## config.mk

```make
export PLATFORM = sky130hd
export DESIGN_NAME = tle_exec
export DESIGN_NICKNAME = d
export VERILOG_FILES = /design/src/pkg/tle_pkg.sv /design/src/hw/tle_exec.sv /design/src/hw/tle_word_reg.sv
export SDC_FILE = /design/constraint.sdc
export NUM_CORES = 1
export LEC_CHECK = 0
export ABC_AREA = 1
export BUFFER_PORTS_ARGS = -buffer_cell sky130_fd_sc_hd__buf_4
export CORE_MARGIN = 3
export CORE_UTILIZATION = 45
export DETAILED_ROUTE_END_ITERATION = 6
export PLACE_DENSITY = 0.76
export SKIP_LAST_GASP = 1
export SYNTH_ARGS = -nofsm -noshare
export SYNTH_HDL_FRONTEND = slang
export SYNTH_HIERARCHICAL = 1
export SYNTH_SLANG_ARGS = --single-unit
```

## constraint.sdc

```tcl
create_clock -name ref_clk -period 2.7 [get_ports ref_clk]
set_input_delay 0.675 -clock ref_clk [delete_from_list [all_inputs] [get_ports ref_clk]]
set_output_delay 0.675 -clock ref_clk [all_outputs]
set_load 0.03 [all_outputs]
```

## src/pkg/tle_pkg.sv

```systemverilog
// Purpose: shared constants and carriers for the translate and list execution unit
// Assumes: 24-bit words, 15-bit addresses, big-endian bit numbering (bit 0 = msb)
// Notes:   architectural bit n is bit 23-n of a vector here
package tle_pkg;
  localparam int WORD_W  = 24;
  localparam int ADDR_W  = 15;
  localparam int CHAR_W  = 8;
  // character field: arch bits 0-7 -> [23:16]; address field: arch bits 9-23 -> [14:0]
  localparam int CHAR_LSB = 16;
  localparam int ADDR_LSB = 0;
  localparam logic [1:0] XLAT_PASSES = 2'h3;
  localparam logic [ADDR_W-1:0] ZERO_ADDR = 15'h0000;

  typedef enum logic [1:0] {
    TLE_OP_XLAT = 2'h0,
    TLE_OP_PUSH = 2'h1,
    TLE_OP_POP  = 2'h2,
    TLE_OP_UP   = 2'h3
  } tle_op_t;

  // memory request toward main memory
  typedef struct packed {
    logic                 valid;
    logic                 write;
    logic [ADDR_W-1:0]    addr;
    logic [WORD_W-1:0]    wdata;
  } tle_mem_req_t;

  // register file snapshot handed in at instruction start
  typedef struct packed {
    logic [WORD_W-1:0] acc_a;
    logic [WORD_W-1:0] reg_b;
    logic [WORD_W-1:0] index;
    logic [ADDR_W-1:0] pc;
  } tle_regs_t;
endpackage

```

## src/hw/tle_exec.sv

```systemverilog
// Purpose: execution of translate-test and list instructions (push, pop, up)
// Assumes: memory answers a read with rd_valid one or more cycles later
// Notes:   push limit check uses a limit pointer supplied by the caller
//
// Behaviour
// RULE1 - clear byte counter before first table access
// RULE2 - table address = start plus leftmost B byte
// RULE3 - odd entry address: branch and mark
// RULE4 - even entry: next start, add word to A
// RULE5 - accumulator A never cleared by translate
// RULE6 - entry byte into B byte 0, rotate
// RULE7 - increment byte counter each pass
// RULE8 - after third pass, counter gets last word
// RULE9 - loop back with next B byte
// RULE10 - branch exit: counter holds byte number
// RULE11 - even new address chains into new table
// RULE12 - list ops leave condition codes alone
// RULE13 - cell: char bits 0-7, link 9-23
// RULE14 - zero link marks last character
// RULE15 - push writes only within stack limits
// RULE16 - pop loads A from top pointer
// RULE17 - pop: top equals base means empty
// RULE18 - pop: decrement top and skip
// RULE19 - up: char to A and B, zeros
// RULE20 - up: list pointer into B address
// RULE21 - up: store cell back, skip unless zero
// RULE22 - skip advances program pointer one extra
`timescale 1ns/1ps
`default_nettype none
module tle_exec
  import tle_pkg::*;
(
  // clock and reset
  input  wire logic              ref_clk,
  input  wire logic              reset,
  // instruction start
  input  wire logic              start,
  input  wire tle_op_t           op,
  input  wire logic [ADDR_W-1:0] effective_addr,
  input  wire logic [ADDR_W-1:0] stack_base_ptr,
  input  wire logic [ADDR_W-1:0] stack_limit_ptr,
  input  wire tle_regs_t         regs_in,
  // memory
  output var  tle_mem_req_t      mem_req,
  input  wire logic              mem_rd_valid,
  input  wire logic [WORD_W-1:0] mem_rdata,
  // results
  output var  logic              done,
  output var  logic              branch_and_mark,
  output var  logic              cc_write,
  output var  logic [WORD_W-1:0] accumulator_a,
  output var  logic [WORD_W-1:0] operand_reg_b,
  output var  logic [WORD_W-1:0] byte_counter_index,
  output var  logic [ADDR_W-1:0] program_pointer,
  output var  logic [ADDR_W-1:0] branch_addr
);
  // ------------------------------------------------------------
  // state
  // ------------------------------------------------------------
  typedef enum logic [2:0] {
    ST_IDLE, ST_PTR_RD, ST_WAIT_PTR, ST_DATA_RD, ST_WAIT_DATA, ST_WRITE, ST_DONE
  } tle_state_t;

  tle_state_t        state_q;
  tle_op_t           op_q;
  logic [ADDR_W-1:0] start_q;
  logic [ADDR_W-1:0] ptr_q;
  logic [1:0]        pass_q;
  logic              skip_q;
  logic              word_load;
  logic [WORD_W-1:0] word_q;

  tle_word_reg u_word (
    .ref_clk (ref_clk),
    .reset   (reset),
    .load    (word_load),
    .din     (mem_rdata),
    .dout    (word_q)
  );

  assign word_load = mem_rd_valid && (state_q == ST_WAIT_DATA || state_q == ST_WAIT_PTR);

  // translate lookup of the current leftmost B byte, carry into the address
  logic [ADDR_W-1:0] tbl_addr;
  assign tbl_addr = start_q + {7'h00, operand_reg_b[23:16]}; // [RULE2] [RULE11]

  logic [ADDR_W-1:0] rd_link;
  assign rd_link = mem_rdata[ADDR_W-1:0];

  // ------------------------------------------------------------
  // sequencer
  // ------------------------------------------------------------
  always_ff @(posedge ref_clk) begin
    if (reset) begin
      state_q <= ST_IDLE;
      op_q    <= TLE_OP_XLAT;
      start_q <= '0;
      ptr_q   <= '0;
      pass_q  <= '0;
      skip_q  <= 1'b0;
    end else begin
      case (state_q)
        ST_IDLE: begin
          if (start) begin
            op_q    <= op;
            start_q <= effective_addr;
            pass_q  <= '0;
            skip_q  <= 1'b0;
            // translate reads the table directly; list ops read the pointer word first
            state_q <= (op == TLE_OP_XLAT) ? ST_DATA_RD : ST_PTR_RD;
          end
        end
        ST_PTR_RD: state_q <= ST_WAIT_PTR;
        ST_WAIT_PTR: begin
          if (mem_rd_valid) begin
            ptr_q <= rd_link;
            case (op_q)
              TLE_OP_PUSH: begin
                // room left only while top stays below the limit
                if (rd_link < stack_limit_ptr) begin // [RULE15]
                  state_q <= ST_WRITE;
                end else begin
                  state_q <= ST_DONE;
                end
              end
              TLE_OP_UP: begin
                if (rd_link == ZERO_ADDR) begin // [RULE14] [RULE21]
                  state_q <= ST_DONE;
                end else begin
                  state_q <= ST_DATA_RD;
                end
              end
              default: state_q <= ST_DATA_RD;
            endcase
          end
        end
        ST_DATA_RD: state_q <= ST_WAIT_DATA;
        ST_WAIT_DATA: begin
          if (mem_rd_valid) begin
            case (op_q)
              TLE_OP_XLAT: begin
                if (rd_link[0]) begin // [RULE3]
                  state_q <= ST_DONE;
                end else begin
                  start_q <= rd_link; // [RULE4] [RULE11]
                  pass_q  <= pass_q + 2'h1;
                  if (pass_q + 2'h1 == XLAT_PASSES) begin // [RULE8]
                    state_q <= ST_DONE;
                  end else begin
                    state_q <= ST_DATA_RD; // [RULE9]
                  end
                end
              end
              TLE_OP_POP: begin
                if (ptr_q != stack_base_ptr) begin // [RULE17]
                  skip_q  <= 1'b1; // [RULE18]
                  state_q <= ST_WRITE;
                end else begin
                  state_q <= ST_DONE;
                end
              end
              TLE_OP_UP: begin
                skip_q  <= 1'b1; // [RULE21]
                state_q <= ST_WRITE;
              end
              default: state_q <= ST_DONE;
            endcase
          end
        end
        ST_WRITE: state_q <= ST_DONE;
        ST_DONE:  state_q <= ST_IDLE;
        default:  state_q <= ST_IDLE;
      endcase
    end
  end

  // ------------------------------------------------------------
  // memory requests
  // ------------------------------------------------------------
  always_ff @(posedge ref_clk) begin
    if (reset) begin
      mem_req <= '0;
    end else begin
      mem_req <= '0;
      if (state_q == ST_IDLE && start && op == TLE_OP_XLAT) begin
        // first lookup waits for the registers to load, issued from ST_DATA_RD
        mem_req <= '0;
      end else if (state_q == ST_PTR_RD) begin
        mem_req.valid <= 1'b1;
        mem_req.addr  <= start_q;
      end else if (state_q == ST_DATA_RD) begin
        mem_req.valid <= 1'b1;
        mem_req.addr  <= (op_q == TLE_OP_XLAT) ? tbl_addr : ptr_q; // [RULE16]
      end else if (state_q == ST_WRITE) begin
        mem_req.valid <= 1'b1;
        mem_req.write <= 1'b1;
        case (op_q)
          TLE_OP_PUSH: begin
            // store A at the next slot, then the pointer word is bumped by software
            mem_req.addr  <= ptr_q + 15'h0001;
            mem_req.wdata <= accumulator_a;
          end
          TLE_OP_POP: begin
            mem_req.addr  <= start_q;
            mem_req.wdata <= {9'h000, ptr_q - 15'h0001}; // [RULE18]
          end
          default: begin
            mem_req.addr  <= start_q;
            mem_req.wdata <= word_q; // [RULE21]
          end
        endcase
      end
    end
  end

  // ------------------------------------------------------------
  // register results
  // ------------------------------------------------------------
  always_ff @(posedge ref_clk) begin
    if (reset) begin
      accumulator_a      <= '0;
      operand_reg_b      <= '0;
      byte_counter_index <= '0;
    end else if (state_q == ST_IDLE && start) begin
      accumulator_a      <= regs_in.acc_a; // [RULE5]
      operand_reg_b      <= regs_in.reg_b;
      byte_counter_index <= (op == TLE_OP_XLAT) ? '0 : regs_in.index; // [RULE1]
    end else if (state_q == ST_WAIT_DATA && mem_rd_valid) begin
      case (op_q)
        TLE_OP_XLAT: begin
          if (!rd_link[0]) begin
            accumulator_a <= accumulator_a + mem_rdata; // [RULE4]
            // byte 0 replaced then rotate left 8
            operand_reg_b <= {operand_reg_b[15:0], mem_rdata[23:16]}; // [RULE6]
            if (pass_q + 2'h1 == XLAT_PASSES) begin
              byte_counter_index <= mem_rdata; // [RULE8] [RULE10]
            end else begin
              byte_counter_index <= byte_counter_index + 24'h000001; // [RULE7]
            end
          end
        end
        TLE_OP_POP: accumulator_a <= mem_rdata; // [RULE16]
        TLE_OP_UP: begin
          // char bits 0-7 to A and B, pointer into B address part
          accumulator_a <= {mem_rdata[23:16], 16'h0000}; // [RULE13] [RULE19]
          operand_reg_b <= {mem_rdata[23:16], 1'b0, ptr_q}; // [RULE20]
        end
        default: accumulator_a <= accumulator_a;
      endcase
    end else if (state_q == ST_WAIT_PTR && mem_rd_valid && op_q == TLE_OP_UP
                 && rd_link == ZERO_ADDR) begin
      accumulator_a <= '0; // [RULE19]
      operand_reg_b <= {operand_reg_b[23:16], 1'b0, ZERO_ADDR}; // [RULE20]
    end
  end

  // ------------------------------------------------------------
  // completion and program pointer
  // ------------------------------------------------------------
  always_ff @(posedge ref_clk) begin
    if (reset) begin
      done            <= 1'b0;
      branch_and_mark <= 1'b0;
      cc_write        <= 1'b0;
      program_pointer <= '0;
      branch_addr     <= '0;
    end else begin
      done            <= (state_q == ST_DONE);
      cc_write        <= 1'b0; // [RULE12]
      branch_and_mark <= 1'b0;
      if (state_q == ST_IDLE && start) begin
        program_pointer <= regs_in.pc + 15'h0001;
      end
      if (state_q == ST_WAIT_DATA && mem_rd_valid && op_q == TLE_OP_XLAT && rd_link[0]) begin
        branch_and_mark <= 1'b1; // [RULE3]
        branch_addr     <= rd_link;
      end
      if (state_q == ST_DONE && skip_q) begin
        program_pointer <= program_pointer + 15'h0001; // [RULE22]
      end
    end
  end

  // ------------------------------------------------------------
  // checks
  // ------------------------------------------------------------
  a_cc_untouched: assert property (@(posedge ref_clk) disable iff (reset) // [RULE12]
    !cc_write) else $error("condition codes written");

  a_xlat_clear_idx: assert property (@(posedge ref_clk) disable iff (reset) // [RULE1]
    (state_q == ST_IDLE && start && op == TLE_OP_XLAT) |=> byte_counter_index == 24'h000000)
    else $error("index not cleared at translate start");

  a_xlat_acc_add: assert property (@(posedge ref_clk) disable iff (reset) // [RULE4]
    (state_q == ST_WAIT_DATA && mem_rd_valid && op_q == TLE_OP_XLAT && !mem_rdata[0])
    |=> accumulator_a == $past(accumulator_a) + $past(mem_rdata))
    else $error("translate entry not summed");

  a_xlat_rotate: assert property (@(posedge ref_clk) disable iff (reset) // [RULE6]
    (state_q == ST_WAIT_DATA && mem_rd_valid && op_q == TLE_OP_XLAT && !mem_rdata[0])
    |=> operand_reg_b[7:0] == $past(mem_rdata[23:16]))
    else $error("b not rotated with entry byte");

  // branch flag comes with the move to the done state, done follows one cycle later
  a_xlat_branch: assert property (@(posedge ref_clk) disable iff (reset) // [RULE3]
    (state_q == ST_WAIT_DATA && mem_rd_valid && op_q == TLE_OP_XLAT && mem_rdata[0])
    |=> branch_and_mark ##1 done) else $error("odd entry did not branch");

  a_pop_empty: assert property (@(posedge ref_clk) disable iff (reset) // [RULE17]
    (state_q == ST_WAIT_DATA && mem_rd_valid && op_q == TLE_OP_POP && ptr_q == stack_base_ptr)
    |=> !skip_q) else $error("empty pop skipped");

  a_pop_skip: assert property (@(posedge ref_clk) disable iff (reset) // [RULE22]
    (state_q == ST_DONE && skip_q) |=> program_pointer == $past(program_pointer) + 15'h0001)
    else $error("skip did not advance pointer");

  a_up_zero: assert property (@(posedge ref_clk) disable iff (reset) // [RULE19]
    (state_q == ST_WAIT_DATA && mem_rd_valid && op_q == TLE_OP_UP)
    |=> accumulator_a[15:0] == 16'h0000) else $error("up left stale bytes in a");

  a_push_limit: assert property (@(posedge ref_clk) disable iff (reset) // [RULE15]
    (state_q == ST_WAIT_PTR && mem_rd_valid && op_q == TLE_OP_PUSH
     && mem_rdata[14:0] >= stack_limit_ptr) |=> ##1 !mem_req.write)
    else $error("push wrote past limit");
endmodule
`default_nettype wire

```

## src/hw/tle_word_reg.sv

```systemverilog
// Purpose: one 24-bit holding register with registered output
// Assumes: synchronous active-high reset
// Notes:   holds the last fetched memory word for the sequencer
`timescale 1ns/1ps
`default_nettype none
module tle_word_reg
  import tle_pkg::*;
(
  // clock and reset
  input  wire logic              ref_clk,
  input  wire logic              reset,
  // data
  input  wire logic              load,
  input  wire logic [WORD_W-1:0] din,
  output var  logic [WORD_W-1:0] dout
);
  always_ff @(posedge ref_clk) begin
    if (reset) begin
      dout <= '0;
    end else if (load) begin
      dout <= din;
    end
  end
endmodule
`default_nettype wire

```

==> summary.md, run 1 <==
| Metric | Value |
|---|---|
| Async SR Flop Fraction | 0% |
| CP Class | flip-flop to flip-flop |
| Commonest non-fill, non-tap cell in the layout | nand2_1 |
| Root Buffer | clkbuf_16 |
| TritonCTS Buffers | 24 |
| Critical Path End Type | flip-flop |
| Least-Margin Pin Slew | between 0.9 and 1 ns |
| Fmax | slightly above 400 MHz |
| DR vias | approximately 17000 |
| Max-Cap Viols | 0 |
| Post-cts resize count | 0 |
| Cells along the critical path | inv_1 > nand2_1 > nor2_1 > nand2_2 > inv_2 > buf_4 > buf_4 > nand2_1 > o21ai_0 > o21ai_0 > a21oi_1 |
| Nets | about 2900 |
| Synth unique cells | 48 |
| DR WL/cell | roughly 20 um |
| Reg clk slew, reported paths | approximately 0.06 ns |
| Top cells by area, synth | dfxtp_1 (29%), nand2_1 (17%), inv_1 (8.4%) |
| Clk_skew | 0.0185 ns |
| Reg2reg start | state_q[1] |
| Synth top area share | 29.2% |
| Syn Nets | between 2000 and 3000 |
| RSZ-0062 raised after global routing | false |
| Failing checks | design-rule violations |
| Number of global-route vias before repair | between 15000 and 20000 |
| P&R area growth vs syn | 26.3% |
| Crit path from | state_q[1] |
| Vias per Instance | around 5.6 |
| Clock tree buffer depth | 3 |
| # fillers | 3056 |
| Relative slew slack | about 37% |
| Total power | 0.0178 W |
| Tcrit/Tclk final | 90.0% |
| Post-layout min period | about 2.4 ns |
| Total clock sinks | ~210 |
| Leakage | roughly 8.8 nW |
| Hold crit path type | primary input to flip-flop |
| Register area | 4140 sq um |
| Post-synthesis sequential area ratio | about 29% |
| CP max FO | 27 |
| Core area | 30800 sq um |
| PwrDens | around 1000 nW/um^2 |
| Reg2reg setup slack | 0.27 ns |
| Drt total wl | between 60000 and 70000 um |
| Initial antenna violation count | 0 |
| Largest net degree at the start of global routing | 70 |
| Die area | 33700 sq um |
| GRT Overall Usage | approximately 35% |
| Cell Rows | 64 |
| CTS tree | yes |
| DPL Wire Length | ~48000 um |
| Area taken by multi-input logic gates | roughly 8300 sq um |
| Worst skew pair latency | about 0.54 ns |
| CP arrival | 2.89 ns |
| IO Port Bufs | a little over 300 |
| Post CTS Setup Buffer Count | 0 |
| Hold-fix buffers at CTS | 0 |
| Crit path largest cell delay | 0.37 ns |
| Number of DRC markers in iteration 0 | ~2000 |
| CP required | roughly 3.2 ns |
| Syn. warnings | 6 |
| VDD IR-drop max | ~0.62 mV |
| # IOs | slightly above 300 |
| Routed Antenna Nets | 0 |
| Post-synthesis register bit count | 207 |
| CP Launch Type | flip-flop |
| Cell accounting for the most synthesized area | dfxtp_1 |
| First-pass GRT wire length | between 90000 and 100000 um |
| Setup TNS | 0 ns |
| Die width | ~180 um |
| Worst-path cell with the longest stage delay | buf_4 |
| EDFF count, synth | 0 |
| Starting Density | 46.0% |
| Syn Area/Cell | between 6 and 7 sq um |
| H-tree depth | 1 |
| Syn Inst Count | 2349 |
| Grt ovf | 0 |
| Router iterations before antenna repair | 7 |
| Layout cell share with drive strength beyond 1 | ~17% |
| DRC viols | 2 |
| Post-synthesis cell area | approximately 14000 sq um |
| # setup viols final | 0 |
| Fin. max-slew vios | 0 |
| Worst Hold Launch | effective_addr[5] |
| Dominant synthesized flop cell | dfxtp_1 |
| Most frequent cells in the layout | nand2_1 (654), buf_4 (377), inv_1 (318) |
| Hold Vio Cnt, Final | 0 |
| Final GP Congestion | roughly 1.0 |
| Status | finished with violations |
| Die Y | between 150 and 200 um |
path summary, 6_finish.rpt:
check	end	cells after the start
min	start_q[5]	3
max	accumulator_a[1]	11
max reg2reg	accumulator_a[1]	11
min reg2reg	skip_q	2
cell usage after synthesis, types with 6 or more instances:
| cell type | instances |
|---|---|
| o211ai_1 | 13 |
| nand2_1 | 654 |
| xor2_1 | 16 |
| o22ai_1 | 15 |
| inv_2 | 6 |
| buf_1 | 8 |
| o21ai_0 | 222 |
| nand3_1 | 123 |
| a31oi_1 | 37 |
| and2_1 | 6 |
| clkbuf_1 | 70 |
| nor3_1 | 20 |
| dfxtp_1 | 207 |
| nor2_1 | 211 |
| a21oi_1 | 218 |
| or2_2 | 16 |
| inv_1 | 319 |
| buf_2 | 21 |
| nand3b_1 | 19 |
| o21bai_1 | 9 |
| xnor2_1 | 8 |
| ha_1 | 55 |
| nand4_1 | 19 |
sequential cells by signal, summed over array words and instances, names as in the netlist:
signal	count
branch_and_mark	1
program_pointer	15
start_q	15
pass_q	2
accumulator_a	24
u_word/dout	24
branch_addr	15
operand_reg_b	24
state_q	3
byte_counter_index	24
op_q	2
done	1
mem_req	41
ptr_q	15
skip_q	1
power by group:
group	leakage, nW	internal, W	total, W	switching [W]
sequential	1.69	0.00386	0.00487	0.00100
clock	0.403	0.00199	0.00338	0.00139
combinational	6.74	0.00323	0.00954	0.00631
worst max-delay path: cells and delay by family, from the launching register on:
kind	cells	cell delay, ns
buf+inv	4	0.98
flops	1	0.34
compound gates	3	0.36
simple gates	4	0.67
kinds of logic (layout without fill, tap and decap cells):
group                      after synthesis  in the layout  share of synthesized area, %
AOI/OAI and AO/OA                      544            544                          20.7
xor gates and xnor gates                24             24                          1.48
adders and majority gates               57             57                          5.13
buffers and inverters                  438            753                          12.1
DFF                                    207            207                          29.2
other                                    1              3                        0.0264
and+or+nand+nor                       1078           1078                          31.3
layer usage:
| layer | track usage (%) | vias to the layer above | wire [um] |
|---|---|---|---|
| met1 | 47.1 | 7801 | 24800 |
| met5 | 0 | - | 0 |
| met4 | 16.5 | 0 | 3470 |
| li1 | - | 8170 | - |
| met2 | 55.7 | 1027 | 27500 |
| met3 | 6.71 | 189 | 6610 |
metrics by stage:
stage          instances  hold slack [ns]  area, sq um  utilization, %  setup WS (ns)
3_5_place_dp        3017            0.455        17100            55.5        -0.0592
6_report            3062            0.416        17900            58.1          0.269
2_1_floorplan       2349            0.427        14200               -          0.517
3_3_place_gp        3017            0.445        17100            55.5        -0.0467
5_1_grt             3060            0.424        17900            58.1          0.115
4_1_cts             3060            0.412        17900            58.1          0.317
final cells by class:
cell class                 count  area share, %
inverter                     330           6.93
multi-input combinational   1704           46.5
timing repair buffer         380           16.1
tap                          396           2.76
clock inverter                 9          0.635
antenna                        2         0.0279
sequential                   207           23.1
clock buffer                  34           3.90
Note: power is estimated with default switching activity, not from simulation.
==> run 2, diff against run 1 <==
ABC_AREA = unset   (was 1)
PLACE_DENSITY = 0.79   (was 0.76)
SLEW_MARGIN = 0   (was unset)
clock period = 2.1 ns   (was 2.7 ns; I/O delays follow)
==> summary.md, run 2 <==
| Metric | Value |
|---|---|
| Top cells by area, synth | dfxtp_1 (31%), nand2_1 (6.7%), a21oi_1 (6.3%) |
| GRT Overall Usage | 35.1% (-0.38 points) |
| Cell Rows | 62 (-3.1%) |
| Syn. warnings | 6 (unchanged) |
| Synth unique cells | 80 (+67%) |
| Starting Density | 45.9% (-0.079 points) |
| Number of DRC markers in iteration 0 | 1958 (-3.6%) |
| Worst skew pair latency | 0.53 ns (about the same) |
| # setup viols final | 24 (+24) |
| Grt ovf | 0 (unchanged) |
| Routed Antenna Nets | 0 (unchanged) |
| IO Port Bufs | 306 (unchanged) |
| Int Power | 0.0135 W (+49%) |
| Final core utilization | 68.6% (+10 points) |
| Sequential power share | 24.4% (-3.0 points) |
| Async SR Flop Fraction | 0% (unchanged) |
| CTS tree | yes |
| Critical Path End Type | flip-flop |
| Syn Inst Count | 1745 (-26%) |
| Fin. max-slew vios | 0 (unchanged) |
| Setup TNS | -2.97 ns (-2.97 ns) |
| Post-synthesis sequential area ratio | 31.2% (+2.0 points) |
| Layout cell share with drive strength beyond 1 | 36.7% (+20 points) |
| Leakage | 8.39 nW (-5.0%) |
| VDD IR-drop max | 0.958 mV (+54%) |
| CP max FO | 3 (-89%) |
| TritonCTS Buffers | 25 (+4.2%) |
| Count leader, synth | nand2_1 |
| Worst Slack Setup Final | -0.216 ns (-0.485 ns) |
| Drt total wl | 58700 um (-5.8%) |
| Post-synth top cells | nand2_1 (239), dfxtp_1 (207), nor2_1 (188) |
| Number of global-route vias before repair | 15200 (-2.8%) |
| Max-Cap Viols | 0 (unchanged) |
| CP required | 2.50 ns (-0.66 ns) |
| PwrDens | 1190 nW/um^2 (+20%) |
| NetSw | 0.0101 W (+16%) |
| Crit path largest cell delay | 0.36 ns (about the same) |
| Placement Cell Area | 18100 sq um (+6.0%) |
| H-tree depth | 1 (unchanged) |
| Least-Margin Pin Slew | 0.799 ns (-0.145 ns) |
| Dominant synthesized flop cell | dfxtp_1 |
| Syn Nets | 1964 (-24%) |
| Post-synthesis cell area | 13300 sq um (-6.3%) |
| Cell accounting for the most synthesized area | dfxtp_1 |
| CP Class | flip-flop to flip-flop |
| DPL Wire Length | 44000 um (-7.7%) |
| Cells along the critical path | ha_4 > fa_2 > a211oi_4 > o211ai_2 > a31oi_4 > a21boi_1 > or3_1 > a21oi_1 > o22ai_1 |
| Reg clk slew, reported paths | 0.06 ns (about the same) |
| Reg with most FFs | mem_req |
| RSZ-0062 raised after global routing | true |
| # IOs | 308 (unchanged) |
| Root Buffer | clkbuf_16 |
| Sw frac | 42.7% (-6.2 points) |
| Failing checks | design-rule violations, negative setup slack |
| Die width | 178 um (-3.1%) |
| CP top delay family | compound AO/OA/AOI/OAI gates |
| EDFF count, synth | 0 (unchanged) |
| Tcrit/Tclk final | 110% (+20 points) |
| CP Buf/Inv Count | 0 (-4) |
| Vias per Instance | 6.06 (+7.9%) |
| Die area | 31600 sq um (-6.1%) |
| Core area | 28900 sq um (-6.1%) |
| Die Y | 178 um (-3.1%) |
| P&R area growth vs syn | 49.4% |
| Clock tree buffer depth | 3 (unchanged) |
| Max reg flops | 41 (unchanged) |
| Hold Vio Cnt, Final | 0 (unchanged) |
| Router iterations before antenna repair | 7 (unchanged) |
| DRC viols | 1 (-1) |
| Comb pwr share | 55.4% (+1.8 points) |
| Total clock sinks | 207 (unchanged) |
| Relative slew slack | 46.8% (+9.7 points) |
| Clk_skew | 0.0130 ns (-0.00551 ns) |
| Hold-fix buffers at CTS | 0 (unchanged) |
| Final GP Congestion | 0.972 (-3.8%) |
| # fillers | 2365 (-23%) |
| Initial antenna violation count | 0 (unchanged) |
| Syn Area/Cell | 7.62 sq um (+26%) |
| First-pass GRT wire length | 86400 um (-6.5%) |
| Final std cell area, no fill | 19900 sq um (+11%) |
| Synth top area share | 31.2% (+2.0 points) |
| DR WL/cell | 22.0 um (+8.1%) |
| Worst-path cell with the longest stage delay | dfxtp_4 |
| Fmax | 432 MHz (+5.0%) |
| Nets | 2482 (-13%) |
| Most frequent cells in the layout | buf_4 (586), nand2_1 (229), nor2_1 (179), dfxtp_1 (179), a21oi_1 (152) |
| Cell Count, Final, Fillers Out | 2666 (-13%) |
| Hold crit path type | primary input to flip-flop |
| Largest net degree at the start of global routing | 69 (-1.4%) |
| DR vias | 16100 (-6.1%) |
| Placed Cells | 2600 (-14%) |
| Commonest non-fill, non-tap cell in the layout | buf_4 |
| CP Launch Type | flip-flop |
| Status | finished with violations |
| Reg2reg setup slack | -0.22 ns (-0.49 ns) |
| CP arrival | 2.71 ns (-0.18 ns) |
| Post-layout min period | 2.32 ns (-0.115 ns) |
| Post-synthesis register bit count | 207 (unchanged) |
| Clk pwr share | 20.2% (+1.2 points) |
run 2: cell count changes after synthesis, sizes merged, moves of 26 or more:
cell    delta
a211oi    +42
a21oi     -51
inv      -287
mux2i     +53
nand2    -415
nand3     -79
nor2      -27
o21ai    -125
xnor2     +28
xor2      +26
run 2: per-stage QoR:
step,worst slack (ns),total power [W],hold slack [ns]
6_report,-0.216,0.0236,0.246
5_1_grt,-0.323,0.0247,0.263
4_1_cts,-0.245,0.0229,0.239
3_5_place_dp,-0.645,0.0177,0.451
3_3_place_gp,-0.617,0.0174,0.443
2_1_floorplan,-0.555,0.0126,0.452
run 2: cells by family (layout without fill, tap and decap cells):
kind of cell	Yosys count	in the layout	synth area share (%)
adder cells (fa/ha/maj)	57	57	5.48
XOR/XNOR	78	78	5.14
AO/OA/AOI/OAI	526	526	25.3
flip-flops	207	207	31.2
other	1	3	0.0282
AND/OR/NAND/NOR	645	645	22.4
buffers and inverters	166	701	5.40
multiplexers	65	65	5.01
run 2: per-layer routing:
| layer | up-vias | track usage (%) | part of all wire (%) |
|---|---|---|---|
| met4 | 0 | 16.5 | 5.1 |
| met3 | 193 | 8.30 | 12 |
| met1 | 7570 | 44.9 | 38 |
| met2 | 1050 | 55.6 | 45 |
| li1 | 7331 | - | - |
| met5 | - | 0 | 0 |
run 2: repair_timing:
action | in CTS | in global routing
pin swaps | 46 | 70
buffers inserted | 14 | 12
setup endpoints to repair | 62 | 99
resized for setup | 73 | 85
cloned | 0 | 0
run 2: worst paths after layout:
path | startpoint | endpoint | depth (start not counted)
worst min-delay path | op[0] | op_q[0] | 3
worst min register to register | branch_addr[13] | branch_addr[13] | 2
worst max register to register | accumulator_a[0] | accumulator_a[18] | 9
worst max-delay path | accumulator_a[0] | accumulator_a[18] | 9
run 2: worst min-delay path: cells and delay by family:
| kind | cells | cell delay (ns) |
|---|---|---|
| compound gates | 1 | 0.05 |
| simple gates | 1 | 0.05 |
| buf+inv | 1 | 0.12 |
run 2: area by class of cell:
type,count,area [sq um],share of cell area [%]
Inverter,39,146,0.737
Tap cell,384,480,2.42
Timing Repair Buffer,618,4890,24.7
Clock buffer,32,702,3.53
Multi-Input combinational cell,1372,9240,46.5
Clock inverter,12,190,0.958
Antenna cell,2,5.00,0.0252
Sequential cell,207,4200,21.1
run 2: power by group through the flow:
stage | clock network, W | logic [W] | registers, W
after floorplan | 0 | 0.00582 | 0.00673
after global placement | 0 | 0.0117 | 0.00571
after detailed placement | 0 | 0.0119 | 0.00573
after CTS | 0.00477 | 0.0124 | 0.00568
after global routing | 0.00493 | 0.0140 | 0.00583
final | 0.00477 | 0.0131 | 0.00576
